--- config.mk ---
export PLATFORM = sky130hd
export DESIGN_NAME = t1_perf_counters_fdl_link
export DESIGN_NICKNAME = d
export VERILOG_FILES = /design/src/design/t1_maint_pkg.sv /design/src/design/t1_perf_counters_fdl_link.sv
export SDC_FILE = /design/constraint.sdc
export NUM_CORES = 1
export LEC_CHECK = 0
export ABC_AREA = 1
export BUFFER_PORTS_ARGS = -buffer_cell sky130_fd_sc_hd__buf_2
export CORE_MARGIN = 2
export CORE_UTILIZATION = 35
export DETAILED_ROUTE_END_ITERATION = 7
export SLEW_MARGIN = 5
export SYNTH_ARGS = -nofsm -noshare
export SYNTH_HDL_FRONTEND = slang
export SYNTH_SLANG_ARGS = --single-unit
export TNS_END_PERCENT = 10
--- constraint.sdc ---
create_clock -name clk_i -period 2.9 [get_ports clk_i]
set_input_delay 0.29 -clock clk_i [delete_from_list [all_inputs] [get_ports clk_i]]
set_output_delay 0.29 -clock clk_i [all_outputs]
set_load 0.05 [all_outputs]
--- src/design/t1_maint_pkg.sv ---
// Package of register map, field layout and constants for the T1 maintenance block
package t1_maint_pkg;
    // ------------------------------------------------------------
    // Register offsets
    // ------------------------------------------------------------
    localparam logic [7:0] OFF_SECOND_STATUS = 8'h21;
    localparam logic [7:0] OFF_BPV_HIGH = 8'h23;
    localparam logic [7:0] OFF_BPV_LOW = 8'h24;
    localparam logic [7:0] OFF_CRC_HIGH = 8'h25;
    localparam logic [7:0] OFF_CRC_LOW = 8'h26;
    localparam logic [7:0] OFF_FBIT_ERR = 8'h27;
    localparam logic [7:0] OFF_DL_RX_BYTE = 8'h28;
    localparam logic [7:0] OFF_DL_MATCH_A = 8'h29;
    localparam logic [7:0] OFF_DL_MATCH_B = 8'h2a;
    localparam logic [7:0] OFF_COMMON_CTRL = 8'h2b;
    localparam logic [7:0] OFF_RX_CTRL = 8'h2c;
    localparam logic [7:0] OFF_SECOND_MASK = 8'h6f;
    localparam logic [7:0] OFF_DL_TX_BYTE = 8'h7e;
    // ------------------------------------------------------------
    // Status and mask bit positions
    // ------------------------------------------------------------
    localparam int ST_RX_MF = 7;
    localparam int ST_TX_MF = 6;
    localparam int ST_SECOND = 5;
    localparam int ST_RX_FULL = 4;
    localparam int ST_TX_EMPTY = 3;
    localparam int ST_MATCH = 2;
    localparam int ST_ABORT = 1;
    localparam int ST_LOSS_RX_CLK = 0;
    // ------------------------------------------------------------
    // Control bit positions
    // ------------------------------------------------------------
    localparam int CC_DESTUFF = 0;
    localparam int CC_B8ZS = 2;
    localparam int CC_EXT_SUPERFRAME = 3;
    localparam int CC_STUFF = 4;
    localparam int RC_ESF_EVENTS = 0;
    localparam int RC_SIG_FRAMING_ERR = 1;
    // ------------------------------------------------------------
    // Reset values and counts
    // ------------------------------------------------------------
    localparam logic [7:0] RST_BYTE = 8'h00;
    localparam logic [7:0] RST_TX_BYTE = 8'hff;
    localparam logic [7:0] RST_MASK = 8'h00;
    localparam logic [15:0] SAT16 = 16'hffff;
    localparam logic [7:0] SAT8 = 8'hff;
    localparam logic [3:0] STUFF_RUN = 4'h5;
    localparam logic [3:0] ABORT_RUN = 4'h8;
    localparam logic [3:0] BITS_PER_BYTE = 4'h8;
    // One-second timer in 125 us frames
    localparam int FRAME_US = 125;
    localparam int SEC_SHORT_MS = 999;
    localparam int SEC_LONG_MS = 1002;
    localparam int SEC_SHORT_FRAMES = SEC_SHORT_MS * 1000 / FRAME_US;
    localparam int SEC_LONG_FRAMES = SEC_LONG_MS * 1000 / FRAME_US;
    localparam logic [1:0] SEC_LAST_PHASE = 2'h2;
    // ------------------------------------------------------------
    // Carriers
    // ------------------------------------------------------------
    typedef struct packed {
        logic wr;
        logic rd;
        logic [7:0] addr;
        logic [7:0] wdata;
    } host_req_t;
    typedef struct packed {
        logic sync_lost;
        logic bipolar_violation;
        logic b8zs_word;
        logic crc_err;
        logic fbit_err;
        logic sbit_err;
        logic mf_end;
        logic frame_tick;
        logic dl_valid;
        logic dl_bit;
        logic rx_clk_lost;
    } line_rx_t;
endpackage

--- src/design/t1_perf_counters_fdl_link.sv ---
// Error counters, one-second timer and data link byte handling of a T1 framer
`timescale 1ns/10ps
module t1_perf_counters_fdl_link #(
    parameter int SEC_SHORT = t1_maint_pkg::SEC_SHORT_FRAMES,
    parameter int SEC_LONG = t1_maint_pkg::SEC_LONG_FRAMES,
    parameter int BUF_WIDTH = 1,
    parameter int BUF_DEPTH = 2
) (
    input wire logic clk_i,
    input wire logic rst_b_i,
    input wire t1_maint_pkg::host_req_t host_i,
    output logic [7:0] rdata_o,
    input wire t1_maint_pkg::line_rx_t line_i,
    input wire logic tx_mf_i,
    output logic [BUF_WIDTH-1:0] tx_bit_o,
    output logic tx_bit_valid_o,
    input wire logic tx_bit_ready_i,
    output logic second_interrupt_output_b_o
);
    import t1_maint_pkg::*;
    localparam int PW = (BUF_DEPTH > 1) ? $clog2(BUF_DEPTH) : 1;
    // ------------------------------------------------------------
    // Host registers
    // ------------------------------------------------------------
    logic [7:0] second_common_control;
    logic [7:0] second_receive_control;
    logic [7:0] second_interrupt_mask;
    logic [7:0] data_link_match_byte_a;
    logic [7:0] data_link_match_byte_b;
    logic [7:0] data_link_transmit_byte;
    logic [7:0] second_status_register;
    logic [7:0] clear_pending;
    logic [7:0] status_set;
    logic wr_hit_tx;

    always_ff @(posedge clk_i) begin
        if (!rst_b_i) begin
            second_common_control <= RST_BYTE;
            second_receive_control <= RST_BYTE;
            second_interrupt_mask <= RST_MASK;
            data_link_match_byte_a <= RST_BYTE;
            data_link_match_byte_b <= RST_BYTE;
            data_link_transmit_byte <= RST_TX_BYTE;
        end else if (host_i.wr) begin
            unique case (host_i.addr)
                OFF_COMMON_CTRL: second_common_control <= host_i.wdata;
                OFF_RX_CTRL: second_receive_control <= host_i.wdata;
                OFF_SECOND_MASK: second_interrupt_mask <= host_i.wdata;
                OFF_DL_MATCH_A: data_link_match_byte_a <= host_i.wdata;
                OFF_DL_MATCH_B: data_link_match_byte_b <= host_i.wdata;
                OFF_DL_TX_BYTE: data_link_transmit_byte <= host_i.wdata;
                default: ;
            endcase
        end
    end

    assign wr_hit_tx = host_i.wr && (host_i.addr == OFF_DL_TX_BYTE);
    logic esf_mode;
    assign esf_mode = second_common_control[CC_EXT_SUPERFRAME];
    // ------------------------------------------------------------
    // One-second timer
    // ------------------------------------------------------------
    logic [13:0] frame_count;
    logic [1:0] sec_phase;
    logic [13:0] sec_last;
    logic sec_event;
    // Two short seconds then one long keep the three-second total exact
    assign sec_last = (sec_phase == SEC_LAST_PHASE) ? 14'(SEC_LONG - 1) : 14'(SEC_SHORT - 1);
    assign sec_event = line_i.frame_tick && (frame_count == sec_last);
    always_ff @(posedge clk_i) begin
        if (!rst_b_i) begin
            frame_count <= 14'h0000;
            sec_phase <= 2'h0;
        end else if (sec_event) begin
            frame_count <= 14'h0000;
            sec_phase <= (sec_phase == SEC_LAST_PHASE) ? 2'h0 : sec_phase + 2'h1;
        end else if (line_i.frame_tick) begin
            frame_count <= frame_count + 14'h0001;
        end
    end
    // ------------------------------------------------------------
    // Error accumulators and snapshots
    // ------------------------------------------------------------
    logic [15:0] bpv_acc;
    logic [15:0] crc_acc;
    logic [7:0] fe_acc;
    logic [15:0] bpv_snap;
    logic [15:0] crc_snap;
    logic [7:0] fe_snap;
    logic mf_errored;
    logic bpv_inc;
    logic crc_inc;
    logic fe_inc;
    always_ff @(posedge clk_i) begin
        if (!rst_b_i) begin
            mf_errored <= 1'b0;
        end else if (line_i.mf_end) begin
            mf_errored <= 1'b0;
        end else if (line_i.crc_err || line_i.sync_lost) begin
            mf_errored <= 1'b1;
        end
    end

    always_comb begin
        if (second_receive_control[RC_ESF_EVENTS]) begin
            bpv_inc = line_i.mf_end && (mf_errored || line_i.crc_err || line_i.sync_lost);
        end else begin
            bpv_inc = line_i.bipolar_violation && !(second_common_control[CC_B8ZS] && line_i.b8zs_word);
        end
    end

    // CRC words only in extended mode with sync
    assign crc_inc = esf_mode && line_i.crc_err && !line_i.sync_lost;
    assign fe_inc = !line_i.sync_lost
        && (line_i.fbit_err || (!esf_mode && second_receive_control[RC_SIG_FRAMING_ERR] && line_i.sbit_err));
    always_ff @(posedge clk_i) begin
        if (!rst_b_i) begin
            bpv_acc <= 16'h0000;
            crc_acc <= 16'h0000;
            fe_acc <= 8'h00;
        end else if (sec_event) begin
            bpv_acc <= {15'h0000, bpv_inc};
            crc_acc <= {15'h0000, crc_inc};
            fe_acc <= {7'h00, fe_inc};
        end else begin
            if (bpv_inc && bpv_acc != SAT16) begin
                bpv_acc <= bpv_acc + 16'h0001;
            end
            if (crc_inc && crc_acc != SAT16) begin
                crc_acc <= crc_acc + 16'h0001;
            end
            if (fe_inc && fe_acc != SAT8) begin
                fe_acc <= fe_acc + 8'h01;
            end
        end
    end

    // Readable values cover the previous second
    always_ff @(posedge clk_i) begin
        if (!rst_b_i) begin
            bpv_snap <= 16'h0000;
            crc_snap <= 16'h0000;
            fe_snap <= 8'h00;
        end else if (sec_event) begin
            bpv_snap <= bpv_acc;
            crc_snap <= crc_acc;
            fe_snap <= fe_acc;
        end
    end

    // ------------------------------------------------------------
    // Receive data link
    // ------------------------------------------------------------
    logic [3:0] rx_ones;
    logic [7:0] rx_shift;
    logic [3:0] rx_count;
    logic [7:0] data_link_receive_byte;
    logic rx_drop;
    logic rx_take;
    logic rx_done;
    logic [7:0] next_rx_shift;
    logic rx_match;
    logic rx_abort;
    // Only a 0 after exactly five 1s is removed
    assign rx_drop = second_common_control[CC_DESTUFF] && !line_i.dl_bit && rx_ones == STUFF_RUN;
    assign rx_take = line_i.dl_valid && !rx_drop;
    // New bit enters at MSB so the first bit ends at LSB
    assign next_rx_shift = {line_i.dl_bit, rx_shift[7:1]};
    assign rx_done = rx_take && rx_count == BITS_PER_BYTE - 4'h1;
    // Compare the completed byte with both match bytes
    assign rx_match = rx_done
        && (next_rx_shift == data_link_match_byte_a || next_rx_shift == data_link_match_byte_b);
    // Eighth consecutive 1 flags an abort
    assign rx_abort = line_i.dl_valid && line_i.dl_bit && rx_ones == ABORT_RUN - 4'h1;

    // Run length saturates so long runs of 1s never look like five again
    always_ff @(posedge clk_i) begin
        if (!rst_b_i) begin
            rx_ones <= 4'h0;
        end else if (line_i.dl_valid) begin
            if (!line_i.dl_bit) begin
                rx_ones <= 4'h0;
            end else if (rx_ones != ABORT_RUN) begin
                rx_ones <= rx_ones + 4'h1;
            end
        end
    end

    always_ff @(posedge clk_i) begin
        if (!rst_b_i) begin
            rx_shift <= RST_BYTE;
            rx_count <= 4'h0;
            data_link_receive_byte <= RST_BYTE;
        end else if (rx_take) begin
            rx_shift <= next_rx_shift;
            rx_count <= rx_done ? 4'h0 : rx_count + 4'h1;
            // Unread bytes are overwritten; host has one byte time
            if (rx_done) begin
                data_link_receive_byte <= next_rx_shift;
            end
        end
    end

    // ------------------------------------------------------------
    // Transmit data link and output buffer
    // ------------------------------------------------------------
    logic [7:0] tx_shift;
    logic [3:0] tx_count;
    logic [3:0] tx_ones;
    logic tx_stuff_now;
    logic tx_push;
    logic tx_byte_done;
    logic [BUF_WIDTH-1:0] tx_push_bit;
    logic [BUF_WIDTH-1:0] buf_mem [BUF_DEPTH];
    logic [PW-1:0] wr_ptr;
    logic [PW-1:0] rd_ptr;
    logic [PW:0] buf_count;
    logic buf_full;
    logic buf_empty;
    logic buf_pop;
    assign buf_full = buf_count == (PW + 1)'(BUF_DEPTH);
    assign buf_empty = buf_count == '0;
    assign buf_pop = tx_bit_ready_i && !buf_empty;
    // Serializer stalls whenever the output buffer is full
    assign tx_push = !buf_full;
    assign tx_stuff_now = second_common_control[CC_STUFF] && tx_ones >= STUFF_RUN;
    assign tx_push_bit = tx_stuff_now ? '0 : BUF_WIDTH'(tx_shift[0]);
    assign tx_byte_done = tx_push && !tx_stuff_now && tx_count == BITS_PER_BYTE - 4'h1;

    always_ff @(posedge clk_i) begin
        if (!rst_b_i) begin
            tx_shift <= RST_TX_BYTE;
            tx_count <= 4'h0;
            tx_ones <= 4'h0;
        end else if (tx_push) begin
            if (tx_stuff_now) begin
                tx_ones <= 4'h0;
            end else begin
                tx_ones <= tx_shift[0] ? tx_ones + 4'h1 : 4'h0;
                if (tx_byte_done) begin
                    tx_count <= 4'h0;
                    // Reloads the held byte, repeating it if unchanged
                    tx_shift <= wr_hit_tx ? host_i.wdata : data_link_transmit_byte;
                end else begin
                    tx_count <= tx_count + 4'h1;
                    tx_shift <= {1'b0, tx_shift[7:1]};
                end
            end
        end
    end

    // Two-entry buffer so a stalled framer loses no bit
    always_ff @(posedge clk_i) begin
        if (!rst_b_i) begin
            wr_ptr <= '0;
            rd_ptr <= '0;
            buf_count <= '0;
        end else begin
            if (tx_push) begin
                wr_ptr <= (wr_ptr == PW'(BUF_DEPTH - 1)) ? '0 : wr_ptr + PW'(1);
            end
            if (buf_pop) begin
                rd_ptr <= (rd_ptr == PW'(BUF_DEPTH - 1)) ? '0 : rd_ptr + PW'(1);
            end
            buf_count <= buf_count + (PW + 1)'(tx_push) - (PW + 1)'(buf_pop);
        end
    end

    always_ff @(posedge clk_i) begin
        if (tx_push) begin
            buf_mem[wr_ptr] <= tx_push_bit;
        end
    end

    assign tx_bit_o = buf_empty ? '0 : buf_mem[rd_ptr];
    assign tx_bit_valid_o = !buf_empty;

    // ------------------------------------------------------------
    // Status register and interrupt
    // ------------------------------------------------------------
    logic rd_status;

    assign rd_status = host_i.rd && host_i.addr == OFF_SECOND_STATUS;

    always_comb begin
        status_set = 8'h00;
        status_set[ST_RX_MF] = line_i.mf_end;
        status_set[ST_TX_MF] = tx_mf_i;
        status_set[ST_SECOND] = sec_event;
        status_set[ST_RX_FULL] = rx_done;
        status_set[ST_TX_EMPTY] = tx_byte_done;
        status_set[ST_MATCH] = rx_match;
        status_set[ST_ABORT] = rx_abort;
        status_set[ST_LOSS_RX_CLK] = line_i.rx_clk_lost;
    end

    // Write of 1s arms the clear, the next read performs it
    always_ff @(posedge clk_i) begin
        if (!rst_b_i) begin
            clear_pending <= 8'h00;
        end else if (host_i.wr && host_i.addr == OFF_SECOND_STATUS) begin
            clear_pending <= host_i.wdata;
        end else if (rd_status) begin
            clear_pending <= 8'h00;
        end
    end

    // Latching flags, a new event beats a clear
    always_ff @(posedge clk_i) begin
        if (!rst_b_i) begin
            second_status_register <= 8'h00;
        end else begin
            second_status_register <= (second_status_register & ~(rd_status ? clear_pending : 8'h00))
                | status_set;
        end
    end

    // Unmasked flags pull the pin low
    always_ff @(posedge clk_i) begin
        if (!rst_b_i) begin
            second_interrupt_output_b_o <= 1'b1;
        end else begin
            second_interrupt_output_b_o <= ~|(second_status_register & second_interrupt_mask);
        end
    end

    // ------------------------------------------------------------
    // Read data
    // ------------------------------------------------------------
    // Unmapped offsets read as zero
    always_ff @(posedge clk_i) begin
        if (!rst_b_i) begin
            rdata_o <= 8'h00;
        end else if (host_i.rd) begin
            unique case (host_i.addr)
                OFF_SECOND_STATUS: rdata_o <= second_status_register;
                OFF_BPV_HIGH: rdata_o <= bpv_snap[15:8];
                OFF_BPV_LOW: rdata_o <= bpv_snap[7:0];
                OFF_CRC_HIGH: rdata_o <= crc_snap[15:8];
                OFF_CRC_LOW: rdata_o <= crc_snap[7:0];
                OFF_FBIT_ERR: rdata_o <= fe_snap;
                OFF_DL_RX_BYTE: rdata_o <= data_link_receive_byte;
                OFF_DL_MATCH_A: rdata_o <= data_link_match_byte_a;
                OFF_DL_MATCH_B: rdata_o <= data_link_match_byte_b;
                OFF_COMMON_CTRL: rdata_o <= second_common_control;
                OFF_RX_CTRL: rdata_o <= second_receive_control;
                OFF_SECOND_MASK: rdata_o <= second_interrupt_mask;
                OFF_DL_TX_BYTE: rdata_o <= data_link_transmit_byte;
                default: rdata_o <= 8'h00;
            endcase
        end
    end

endmodule

Word level (Yosys, flattened, before mapping)
Memory sizes are Yosys's and may differ from the RTL's. A register that Yosys moved wholly into a read port is not among the register bits.
Cells that the tools add are included.

storage, ports and cells
  word-level logic and storage cells = 166
  register bits = 214
  memories kept = 1
  bits in writable memories = 2
  output and inout bits = 11
  input bits = 33

memories
  name     words  bits a word  rd ports  clocked after memory_dff  wr ports  RTL line                          text
  buf_mem  2      1            1         1                         1         t1_perf_counters_fdl_link.sv:214  logic [BUF_WIDTH-1:0] buf_mem [BUF_DEPTH];

operators by class
  multiplexer cells = 28
  bitwise operators = 7
  reduce and logical (&&, ||, !) cells = 57
  $add $sub $neg = 13
  $lt $le $gt $ge = 1
  equality and inequality tests = 27

operators with widths
  kind                                                              number
  8-bit case mux with 13 select lines                               1
  8-bit by 6-bit == test with 1-bit output (second input constant)  11
  8-bit two-way mux                                                 5
  16-bit by 1-bit adder with 16-bit output (second input constant)  2
  16-bit != test (second input constant)                            2
  1-bit logical AND                                                 26
  4-bit two-way mux                                                 6
  2-bit AND reduction                                               9
  4-bit by 1-bit adder with 4-bit output (second input constant)    4
  8-bit AND                                                         2
  4-bit by 3-bit == test with 1-bit output (second input constant)  4
  8-bit by 7-bit == test with 1-bit output (second input constant)  2
  8-bit == test                                                     2
  14-bit by 1-bit adder with 14-bit output (second input constant)  1
  14-bit by 13-bit == test with 1-bit output                        1
  1-bit two-way mux                                                 14
  1-bit logical NOT                                                 9
  8-bit by 1-bit adder with 8-bit output (second input constant)    1
  8-bit != test (second input constant)                             1
  8-bit inverter                                                    1
  8-bit OR                                                          1
  2-bit nonzero test                                                4
  8-bit OR reduction                                                1
  7-bit two-way mux                                                 1
  other kinds (13)                                                  22

Longest topological paths before layout
Gate-level depths: netlist of the first run.

  word-level depth = 8
  depth in mapped cells = 12
  mapped depth without buffers = 11

Worst setup path after synthesis of the first run
Ideal clock, no wire load.

  path kind = register -> output
  start = reg buf_count[0]
  end = out tx_bit_o
  setup slack = 0.945 ns
  cell stages (with the launch flop) = 5
  arrival = 1.665 ns
  data required time = 2.610 ns
  buffers on the path = 0
  path through = dfxtp_1 nor2_1 inv_1 o21ai_0 a21oi_1

on the way
  cells in the longest elaborated chain, start to end = 2

RTL lines
  what                    RTL line                          text
  start, declared         t1_perf_counters_fdl_link.sv:217  logic [PW:0] buf_count;
  start signal, assigned  t1_perf_counters_fdl_link.sv:265  buf_count <= buf_count + (PW + 1)'(tx_push) - (PW + 1)'(buf_pop);
  2-bit logical NOT       t1_perf_counters_fdl_link.sv:222  assign buf_empty = buf_count == '0;
  1-bit two-way mux       t1_perf_counters_fdl_link.sv:275  assign tx_bit_o = buf_empty ? '0 : buf_mem[rd_ptr];
  end, declared           t1_perf_counters_fdl_link.sv:15   output logic [BUF_WIDTH-1:0] tx_bit_o,

No other way between the ends.

Final worst setup path of the first run
  start = reg tx_ones[1]
  end = reg tx_shift[1]

on the way
  cells in the longest elaborated chain, start to end = 6
  elaborated cells between the ends (all ways) = 8
  those cells by class = 1 x order compare; 1 x mux; 1 x bitwise; 5 x reduce/logical

RTL lines
  what                                                              RTL line                          text
  start, declared                                                   t1_perf_counters_fdl_link.sv:209  logic [3:0] tx_ones;
  start signal, assigned                                            t1_perf_counters_fdl_link.sv:239  tx_ones <= tx_shift[0] ? tx_ones + 4'h1 : 4'h0;
  4-bit by 3-bit greater-or-equal comparator with 1-bit output (*)  t1_perf_counters_fdl_link.sv:226  assign tx_stuff_now = second_common_control[CC_STUFF] && tx_ones >= STUFF_RUN;
  1-bit logical AND (*)                                             t1_perf_counters_fdl_link.sv:226
  1-bit logical NOT                                                 t1_perf_counters_fdl_link.sv:228  assign tx_byte_done = tx_push && !tx_stuff_now && tx_count == BITS_PER_BYTE - 4'h1;
  1-bit logical AND (2 in a row)                                    t1_perf_counters_fdl_link.sv:228
  8-bit two-way mux                                                 t1_perf_counters_fdl_link.sv:240  if (tx_byte_done) begin
  end signal, assigned                                              t1_perf_counters_fdl_link.sv:243  tx_shift <= wr_hit_tx ? host_i.wdata : data_link_transmit_byte;
  end signal, assigned                                              t1_perf_counters_fdl_link.sv:246  tx_shift <= {1'b0, tx_shift[7:1]};
  end, declared                                                     t1_perf_counters_fdl_link.sv:207  logic [7:0] tx_shift;

Mark *: on every way between the ends. The rest lies on a longest branch, timed or not.
A chain may end at the register's enable or synchronous reset.

==> reports/qor.csv, run 1 <==
metric,value,unit
ys_async_sr_fraction,0,%
final_common_cell,nand2_1,
grt_first_pass_wirelength,46.86,mm
die_w,177.6,um
drv_cap,0,
required,3310,ps
core_area,0.02964,mm2
finalHoldViolations,0,
nNetsFinal,1592,
nFillCells,3141,
viasPerCell,4.872,
finalCriticalPeriod,1931,ps
place_ws,968.6,ps
status,finished clean,
ys.flop_type,dfxtp_1,
cts_resized,0,
relSlewSlack,55.70,%
cp-start-kind,register,
max-vdd-ir-drop,0.0003159,V
timing.final.crit_share,66.60,%
drc,0,
critPathKind,register to register,
rsz0062_at_grt,no,
place_inst,1904,
dpl.hpwl,20.48,mm
area_growth_syn_to_layout,13.52,%
tightest_slew,663.7,ps
clk_latency,530,ps
fin_cells,1951,
synth_cells,1514,
slew_viol_final,0,
cts_tree,built,
start_util,35.60,%
ant_nets,0,
die_area,0.03155,mm2
yosysTopAreaCellShare,40.61,%
synth_area,0.01055,mm2
synth_top_area_cell,dfxtp_1,
synth-edff-count,2,
dr.first_iter.drc_count,792,
ys_warn_count,0,
wl_per_cell,14.78,um
syn_avg_cell_area,6.968,um2
drive_gt1_share,9.545,%
antenna_found_initial,0,
rows,63,
yosysSeqAreaShare,41.18,%
postLayoutCoreUtil,40.41,%
routed_wl,28.84,mm
antennaDiodeCount,0,
critPathMaxFanout,17,
die_h,177.6,um
grt_usage,18.48,%
timing.setup.tns,0,ps
synth_fp_nets,1561,
synth_seq_cells,216,
port_buffers,43,
cts.clk_slew.worst_paths,60,ps
ios,44,
power.density,587.8,mW/mm2
layout_common_cells,"nand2_1 (336), dfxtp_1 (214), inv_1 (213)",
synth.area.top_cells,"dfxtp_1 (41%), nand2_1 (12%), inv_1 (7.6%)",
crit_arrival,2340,ps
clock_skew,16.88,ps
grt_overflow,0,
cts_max_path_buffers,3,
p_leak,4.787,nW
clock-sinks,216,
cts_root_buf,clkbuf_16,
hp-class,primary input to register,
routed-via-count,9505,
grt_pass1_vias,8830,
htreeDepth,1,
finalSetupViolations,0,
numCtsBuffers,26,
globalplace.congestion,0.9296,
post-cts-setup-buffer-count,0,
firstDrtPassIters,5,
final.setup.worst_slack,968.7,ps
max_freq,517.8,MHz
grt_max_degree,91,
yosys.cell_types.count,48,
end_kind,register,
[cell families after synthesis]
kind of cell / after synthesis / synth area share [%]
AOI/OAI and AO/OA: 283 / 15.28
xor gates and xnor gates: 29 / 2.407
adders and majority gates: 14 / 1.660
buffers and inverters: 277 / 10.45
DFF: 216 / 41.18
and+or+nand+nor: 695 / 29.03
[where the power goes]
group | switching, mW | internal [mW] | leakage [nW]
logic | 0.473 | 0.233 | 2.62
registers | 0.0896 | 3.10 | 1.75
clock network | 1.26 | 1.89 | 0.418
[critical path, cell delays in order, from the launching register on]
cell and delay (ps):
dfxtp_1 380, inv_1 80, ha_1 180, o21ai_0 150, nand2_1 70, nand2_1 70
nand2_1 80, nor2_2 530, nand2_1 120, o211ai_1 100, nand2_1 60
[final cells by class]
type / count / area [um2] / share of cell area (%)
well taps: 390 / 488.0 / 4.074
flip-flops and latches: 216 / 4344 / 36.27
clock buffers: 38 / 797.0 / 6.655
clock inverters: 6 / 41.29 / 0.3448
repair buffers: 57 / 365.4 / 3.051
multi-input cells: 1021 / 5104 / 42.61
inverters: 223 / 837.1 / 6.989
[flip-flops by register name, indices dropped and copies added (netlist names), 7 cells and up, named ones only]
name and flops:
second_status_register 8, clear_pending 8, crc_acc 16, data_link_transmit_byte 8
tx_shift 8, bpv_snap 16, crc_snap 16, data_link_match_byte_b 8
second_interrupt_mask 8, fe_acc 8, data_link_receive_byte 8, data_link_match_byte_a 8
rx_shift 7, second_receive_control 8, second_common_control 8, bpv_acc 16
fe_snap 8, frame_count 14, rdata_o 8
[Yosys cell counts (2+ instances only)]
master    instances
buf_6             2
a221oi_1          2
o211ai_2          3
xnor2_1           7
nand4_1          24
o21ai_0          83
buf_4             6
nor3_2            3
o211ai_1          4
nor3b_1           7
nor2_1          148
nand2_1         336
or2_2             3
xor2_1           22
nor3_1           23
o21ai_1           3
a211oi_1         38
a21oi_1         136
buf_2            20
clkbuf_1         23
o21ai_2           7
inv_1           214
inv_2             8
dfxtp_1         214
a22o_1            2
ha_1             14
nor2_4            7
nand3_1         119
nand3b_1          2
nand3_2           5
nor2_2            6
buf_1             3
nand2_2           4
edfxtp_1          2
[routing by layer]
metal,routed length [um],up-vias,GRT usage (%)
li1,-,4949,-
met1,14390,4288,26.90
met2,12290,213,28.08
met3,1291,55,2.228
met4,868,0,6.250
met5,0,-,0
[per-stage QoR]
stage	hold slack, ps	power [mW]	cell area [um2]
after detailed placement	434.5	3.949	11110
after floorplan	361.6	3.745	10550
final	76.31	7.040	11980
after CTS	59.63	7.110	11980
after global routing	74.50	7.357	11980
after global placement	431.0	3.930	11110
[final timing paths]
| check | cells after the start | end | start | slack (ps) |
|---|---|---|---|---|
| worst max-delay path | 10 | tx_shift[1] | tx_ones[1] | 970 |
| worst min-delay path | 3 | frame_count[1] | line_i[3] | 80 |
| worst max register to register | 10 | tx_shift[1] | tx_ones[1] | 970 |
| worst min register to register | 2 | second_common_control[5] | second_common_control[5] | 450 |
[timing repair]
item | in CTS | in global routing
endpoints found under the hold margin | 3 | 0
endpoints found under the setup margin | 0 | 0
hold buffers | 3 | 0
No activity file was read; power rests on OpenSTA's default activity.
==> run 2: changes to the inputs <==
Settings changed: ABC_AREA 1 to 0.
Clock period 2.9 ns to 1.64 ns, I/O delays scaled along.
==> run 2 against run 1 <==
  * The run now ends with negative setup slack left
  * Non-clock buffer count increased by 207
  * Sequential share of layout area is 3.9 points lower
  * Final area rose by 12%
  * Largest cell class unchanged
  * Highest routed layer unchanged
==> reports/qor.csv, run 2 <==
metric,value,unit
status,"finished, violations left",
violations,negative setup slack,
p_leak,5.350,nW
rsz0062_at_grt,yes,
grt_first_pass_wirelength,48.82,mm
htreeDepth,1,
comb_power_share,13.4,%
die_h,174.5,um
cts_root_buf,clkbuf_16,
r2r_end,bpv_snap[9],
dr.first_iter.drc_count,698,
core_area,0.02863,mm2
grt_pass1_vias,8912,
clock_skew,28.46,ps
ys.flop_type,dfxtp_1,
synth.area.top_cells,"dfxtp_1 (42%), mux2i_1 (8.2%), nand2_1 (5.9%)",
critPathKind,register to register,
syn_avg_cell_area,8.626,um2
synth_cells,1179,
finalSetupViolations,105,
final_common_cell,dfxtp_1,
synth_area,0.01017,mm2
ios,44,
yosysMostFrequentCell,dfxtp_1,
die_w,174.5,um
cp-start-kind,register,
hp-class,primary input to register,
min_path_cells,3,
ys_async_sr_fraction,0,%
critPathMaxFanout,23,
firstDrtPassIters,5,
holdWs,47.84,ps
cts_tree,built,
cts.clk_slew.worst_paths,60,ps
grt_max_degree,46,
hold_path_startpoint,line_i[6],
drive_gt1_share,24.61,%
max_freq,544.3,MHz
dpl.hpwl,22.97,mm
min_to,fe_acc[0],
slew_viol_final,0,
end_kind,register,
fin_cells,1806,
timing.final.crit_share,112.0,%
antennaDiodeCount,0,
synth_fp_nets,1226,
synth-edff-count,2,
die_area,0.03044,mm2
port_buffers,43,
p_int,9.489,mW
ant_nets,0,
drv_cap,0,
ys_warn_count,0,
worstRegToRegCells,7,
start_util,35.53,%
rr_startpoint,frame_count[3],
reg2reg_slack,-200,ps
routed-via-count,9387,
power.switching,3.284,mW
drc,0,
tightest_slew,667.2,ps
grt_usage,20.01,%
antenna_found_initial,0,
required,2020,ps
area_growth_syn_to_layout,32.14,%
clock_power_share,42.8,%
layout_common_cells,"dfxtp_1 (206), buf_4 (193), nand2_1 (159)",
finalCriticalPeriod,1837,ps
place_ws,-393.3,ps
yosysTopAreaCellShare,42.13,%
place_inst,1747,
finalHoldViolations,0,
synth_common_cells,"dfxtp_1 (214), nand2_1 (160), nor2_1 (146)",
numCtsBuffers,24,
crit_arrival,2220,ps
synth_top_area_cell,dfxtp_1,
cts_max_path_buffers,3,
synth_seq_cells,216,
nNetsFinal,1451,
place_area,0.01235,mm2
wl_per_cell,17.25,um
globalplace.congestion,1.008,
rows,62,
viasPerCell,5.198,
power.density,950.5,mW/mm2
final.setup.worst_slack,-197.1,ps
yosysSeqAreaShare,42.72,%
timing.setup.tns,-13880,ps
yosys.cell_types.count,82,
final_area,0.01344,mm2
grt_overflow,0,
routed_wl,31.15,mm
swShare,25.71,%
max-vdd-ir-drop,0.0006621,V
relSlewSlack,55.52,%
clk_latency,530,ps
clock-sinks,216,
seq_power_share,43.7,%
[run 2: cell type report]
class	instances	area, um2
clock inverters	10	113.9
well taps	384	480.5
repair buffers	264	2074
inverters	33	126.4
clock buffers	34	688.2
flip-flops and latches	216	4354
fillers	2754	15190
multi-input cells	865	5600
[run 2: logic make-up after synthesis]
logic type	synth area share [%]
AND/OR/NAND/NOR	23.18
multiplexers	8.858
flip-flops	42.72
buffers and inverters	3.863
AO/OA/AOI/OAI	13.89
adder cells (fa/ha/maj)	1.722
XOR/XNOR	5.770
[run 2: repair_timing]
| action | in CTS | in global routing |
|---|---|---|
| endpoints found under the setup margin | 106 | 123 |
| buffers inserted | 0 | 2 |
| pin swaps | 3 | 10 |
| hold endpoints to repair | 14 | 0 |
| gates cloned | 0 | 1 |
| hold buffers | 12 | 0 |
| gates resized for setup | 10 | 23 |
[run 2: layer usage]
layer	vias to the layer above	global-route usage [%]	wire length (um)
li1	4604	-	-
met1	4472	27.68	14610
met2	254	33.28	14310
met3	57	2.340	1483
met4	0	4.797	748
met5	-	0	0
[run 2: worst max-delay path: stages (launching register included)]
cell      delay (ps)
dfxtp_2          330
and4bb_2         290
mux2i_2           70
or4_4            550
buf_12           180
buf_12           140
nand2_1           70
a21oi_1           50
[run 2: power by group through the flow]
stage                     Sequential (mW)  Clock (mW)  Combinational, mW
after CTS                            5.58        5.59               1.67
after global placement               5.69           0               1.61
after detailed placement             5.69           0               1.63
after global routing                 5.60        5.80               1.90
final                                5.58        5.47               1.72
after floorplan                      5.69           0              0.983
[run 2: per-stage QoR]
stage / utilization, % / power, mW
global route: 46.94 / 13.30
floorplan: - / 6.668
finish: 46.94 / 12.77
CTS: 46.52 / 12.85
global placement: 43.16 / 7.294
detailed placement: 43.16 / 7.326
[run 2: how the worst max path moves through the flow]
stage | start | to | slack [ps] | cells past startpoint
2_1_floorplan | frame_count[3] | sec_phase[0] | -210 | 6
3_3_place_gp | host_i[8] | rdata_o[6] | -350 | 7
3_5_place_dp | host_i[10] | rdata_o[1] | -390 | 7
4_1_cts | frame_count[3] | bpv_snap[9] | -200 | 7
5_1_grt | frame_count[5] | bpv_snap[9] | -270 | 7
6_report | frame_count[3] | bpv_snap[9] | -200 | 7
==> run 3: changes to the inputs <==
Settings changed: ABC_AREA 0 to 1, SLEW_MARGIN 5 to default.
==> run 3 against run 2 <==
  * The run now ends clean
  * Global-route usage is 0.87 points lower
  * Sequential power grew 1%
  * Clock power rose by 9.7%
  * Critical endpoint is now tx_bit_o
  * Largest cell class unchanged
  * Highest routed layer unchanged
==> reports/qor.csv, run 3 (same netlist as run 1, synthesis figures left out) <==
metric,value,unit
die_area,0.03155,mm2
cts_max_path_buffers,3,
nNetsFinal,1703,
layout_common_cells,"nand2_1 (329), inv_1 (207), dfxtp_1 (207)",
finalCriticalPeriod,1588,ps
ios,44,
die_h,177.6,um
critPathKind,register to output port,
nFillCells,3078,
clk_latency,530,ps
critPathMaxFanout,4,
final_area,0.01322,mm2
cts_tree,built,
grt_first_pass_wirelength,48.65,mm
slew_viol_final,0,
globalplace.congestion,0.9145,
port_buffers,43,
cp_cell_sequence,nor2_2 > inv_2 > o21ai_0 > a21oi_2 > buf_6,
postLayoutCoreUtil,44.60,%
tightest_slew,422.4,ps
place_area,0.01196,mm2
grt_max_degree,41,
status,finished clean,
grt_pass1_vias,9490,
antennaDiodeCount,0,
cts.clk_slew.worst_paths,60,ps
drive_gt1_share,18.08,%
dpl.hpwl,22.22,mm
rows,63,
grt_usage,19.13,%
start_util,35.60,%
dr.first_iter.drc_count,687,
timing.setup.tns,0,ps
rsz0062_at_grt,yes,
cp-start-kind,register,
hp-class,primary input to register,
power.density,1014,mW/mm2
routed_wl,30.21,mm
core_area,0.02964,mm2
crit_slowest_cell,dfxtp_2,
drv_cap,0,
grt_overflow,0,
viasPerCell,4.872,
routed-via-count,10066,
numCtsBuffers,26,
antenna_found_initial,0,
required,1480,ps
timing.final.crit_share,96.80,%
max_freq,629.9,MHz
drc,0,
holdWs,15.84,ps
finalHoldViolations,0,
crit_arrival,1420,ps
relSlewSlack,71.77,%
die_w,177.6,um
final_common_cell,nand2_1,
end_kind,output port,
max-vdd-ir-drop,0.0005975,V
area_growth_syn_to_layout,25.31,%
crit_path_max_incr_delay,370,ps
wl_per_cell,14.62,um
clock_skew,20.98,ps
cts_root_buf,clkbuf_16,
firstDrtPassIters,5,
ant_nets,0,
p_leak,5.436,nW
finalSetupViolations,0,
p_total,13.40,mW
htreeDepth,1,
clock-sinks,216,
[run 3: cell count changes in the layout (fill, tap and decap cells not counted), moves of 61 or more]
| cell | change |
|---|---|
| buf_4 | -96 |
| a21oi_1 | +63 |
| nand3_1 | +84 |
| inv_1 | +179 |
| nand2_1 | +170 |
| mux2i_1 | -83 |
| o21ai_0 | +61 |
[run 3: path summary, 6_finish.rpt]
| path | start | to | slack (ps) | cells past startpoint |
|---|---|---|---|---|
| setup reg to reg | tx_ones[0] | tx_shift[4] | 70 | 12 |
| hold / removal | host_i[5] | clear_pending[5] | 20 | 3 |
| setup / recovery | buf_count[1] | tx_bit_o | 50 | 5 |
| hold reg to reg | second_receive_control[5] | second_receive_control[5] | 450 | 2 |
[run 3: layer usage]
| metal | routed length [um] | track usage, % |
|---|---|---|
| met2 | 13610 | 31.20 |
| met5 | 0 | 0 |
| met4 | 777 | 5.533 |
| met3 | 1397 | 1.949 |
| met1 | 14430 | 26.71 |
[run 3: worst max-delay path, delay by kind of cell (launching register included)]
| kind | cells | cell delay [ps] |
|---|---|---|
| simple gates | 1 | 50 |
| buf+inv | 2 | 240 |
| compound gates | 2 | 230 |
| flops | 1 | 370 |
[run 3: power by group]
| part | total [mW] | switching, mW | internal [mW] |
|---|---|---|---|
| clock | 6.00 | 2.31 | 3.70 |
| sequential | 5.64 | 0.161 | 5.48 |
| combinational | 1.76 | 1.03 | 0.731 |
| total | 13.4 | 3.49 | 9.91 |
[run 3: stage by stage]
step	setup slack (ps)	cells
floorplan	-100.7	1514
global placement	-9.948	2000
detailed placement	-23.61	2000
CTS	7.324	2061
global route	-102.8	2066
finish	52.48	2066
[run 3: area by class of cell]
type	instances	area [um2]	share of cell area (%)
Multi-Input combinational cell	1021	5273	39.88
Timing Repair Buffer	168	1363	10.31
Clock inverter	13	146.4	1.107
Sequential cell	216	4353	32.93
Inverter	223	842.1	6.369
Clock buffer	35	755.7	5.716
Tap cell	390	488.0	3.691
[run 3: timing repair]
| action | 4_1_cts | 5_1_grt |
|---|---|---|
| endpoints found under the hold margin | 25 | 0 |
| pin swaps | 1 | 11 |
| setup endpoints to repair | 7 | 90 |
| buffers inserted | 0 | 5 |
| hold buffers | 13 | 0 |
| resized for setup | 6 | 56 |
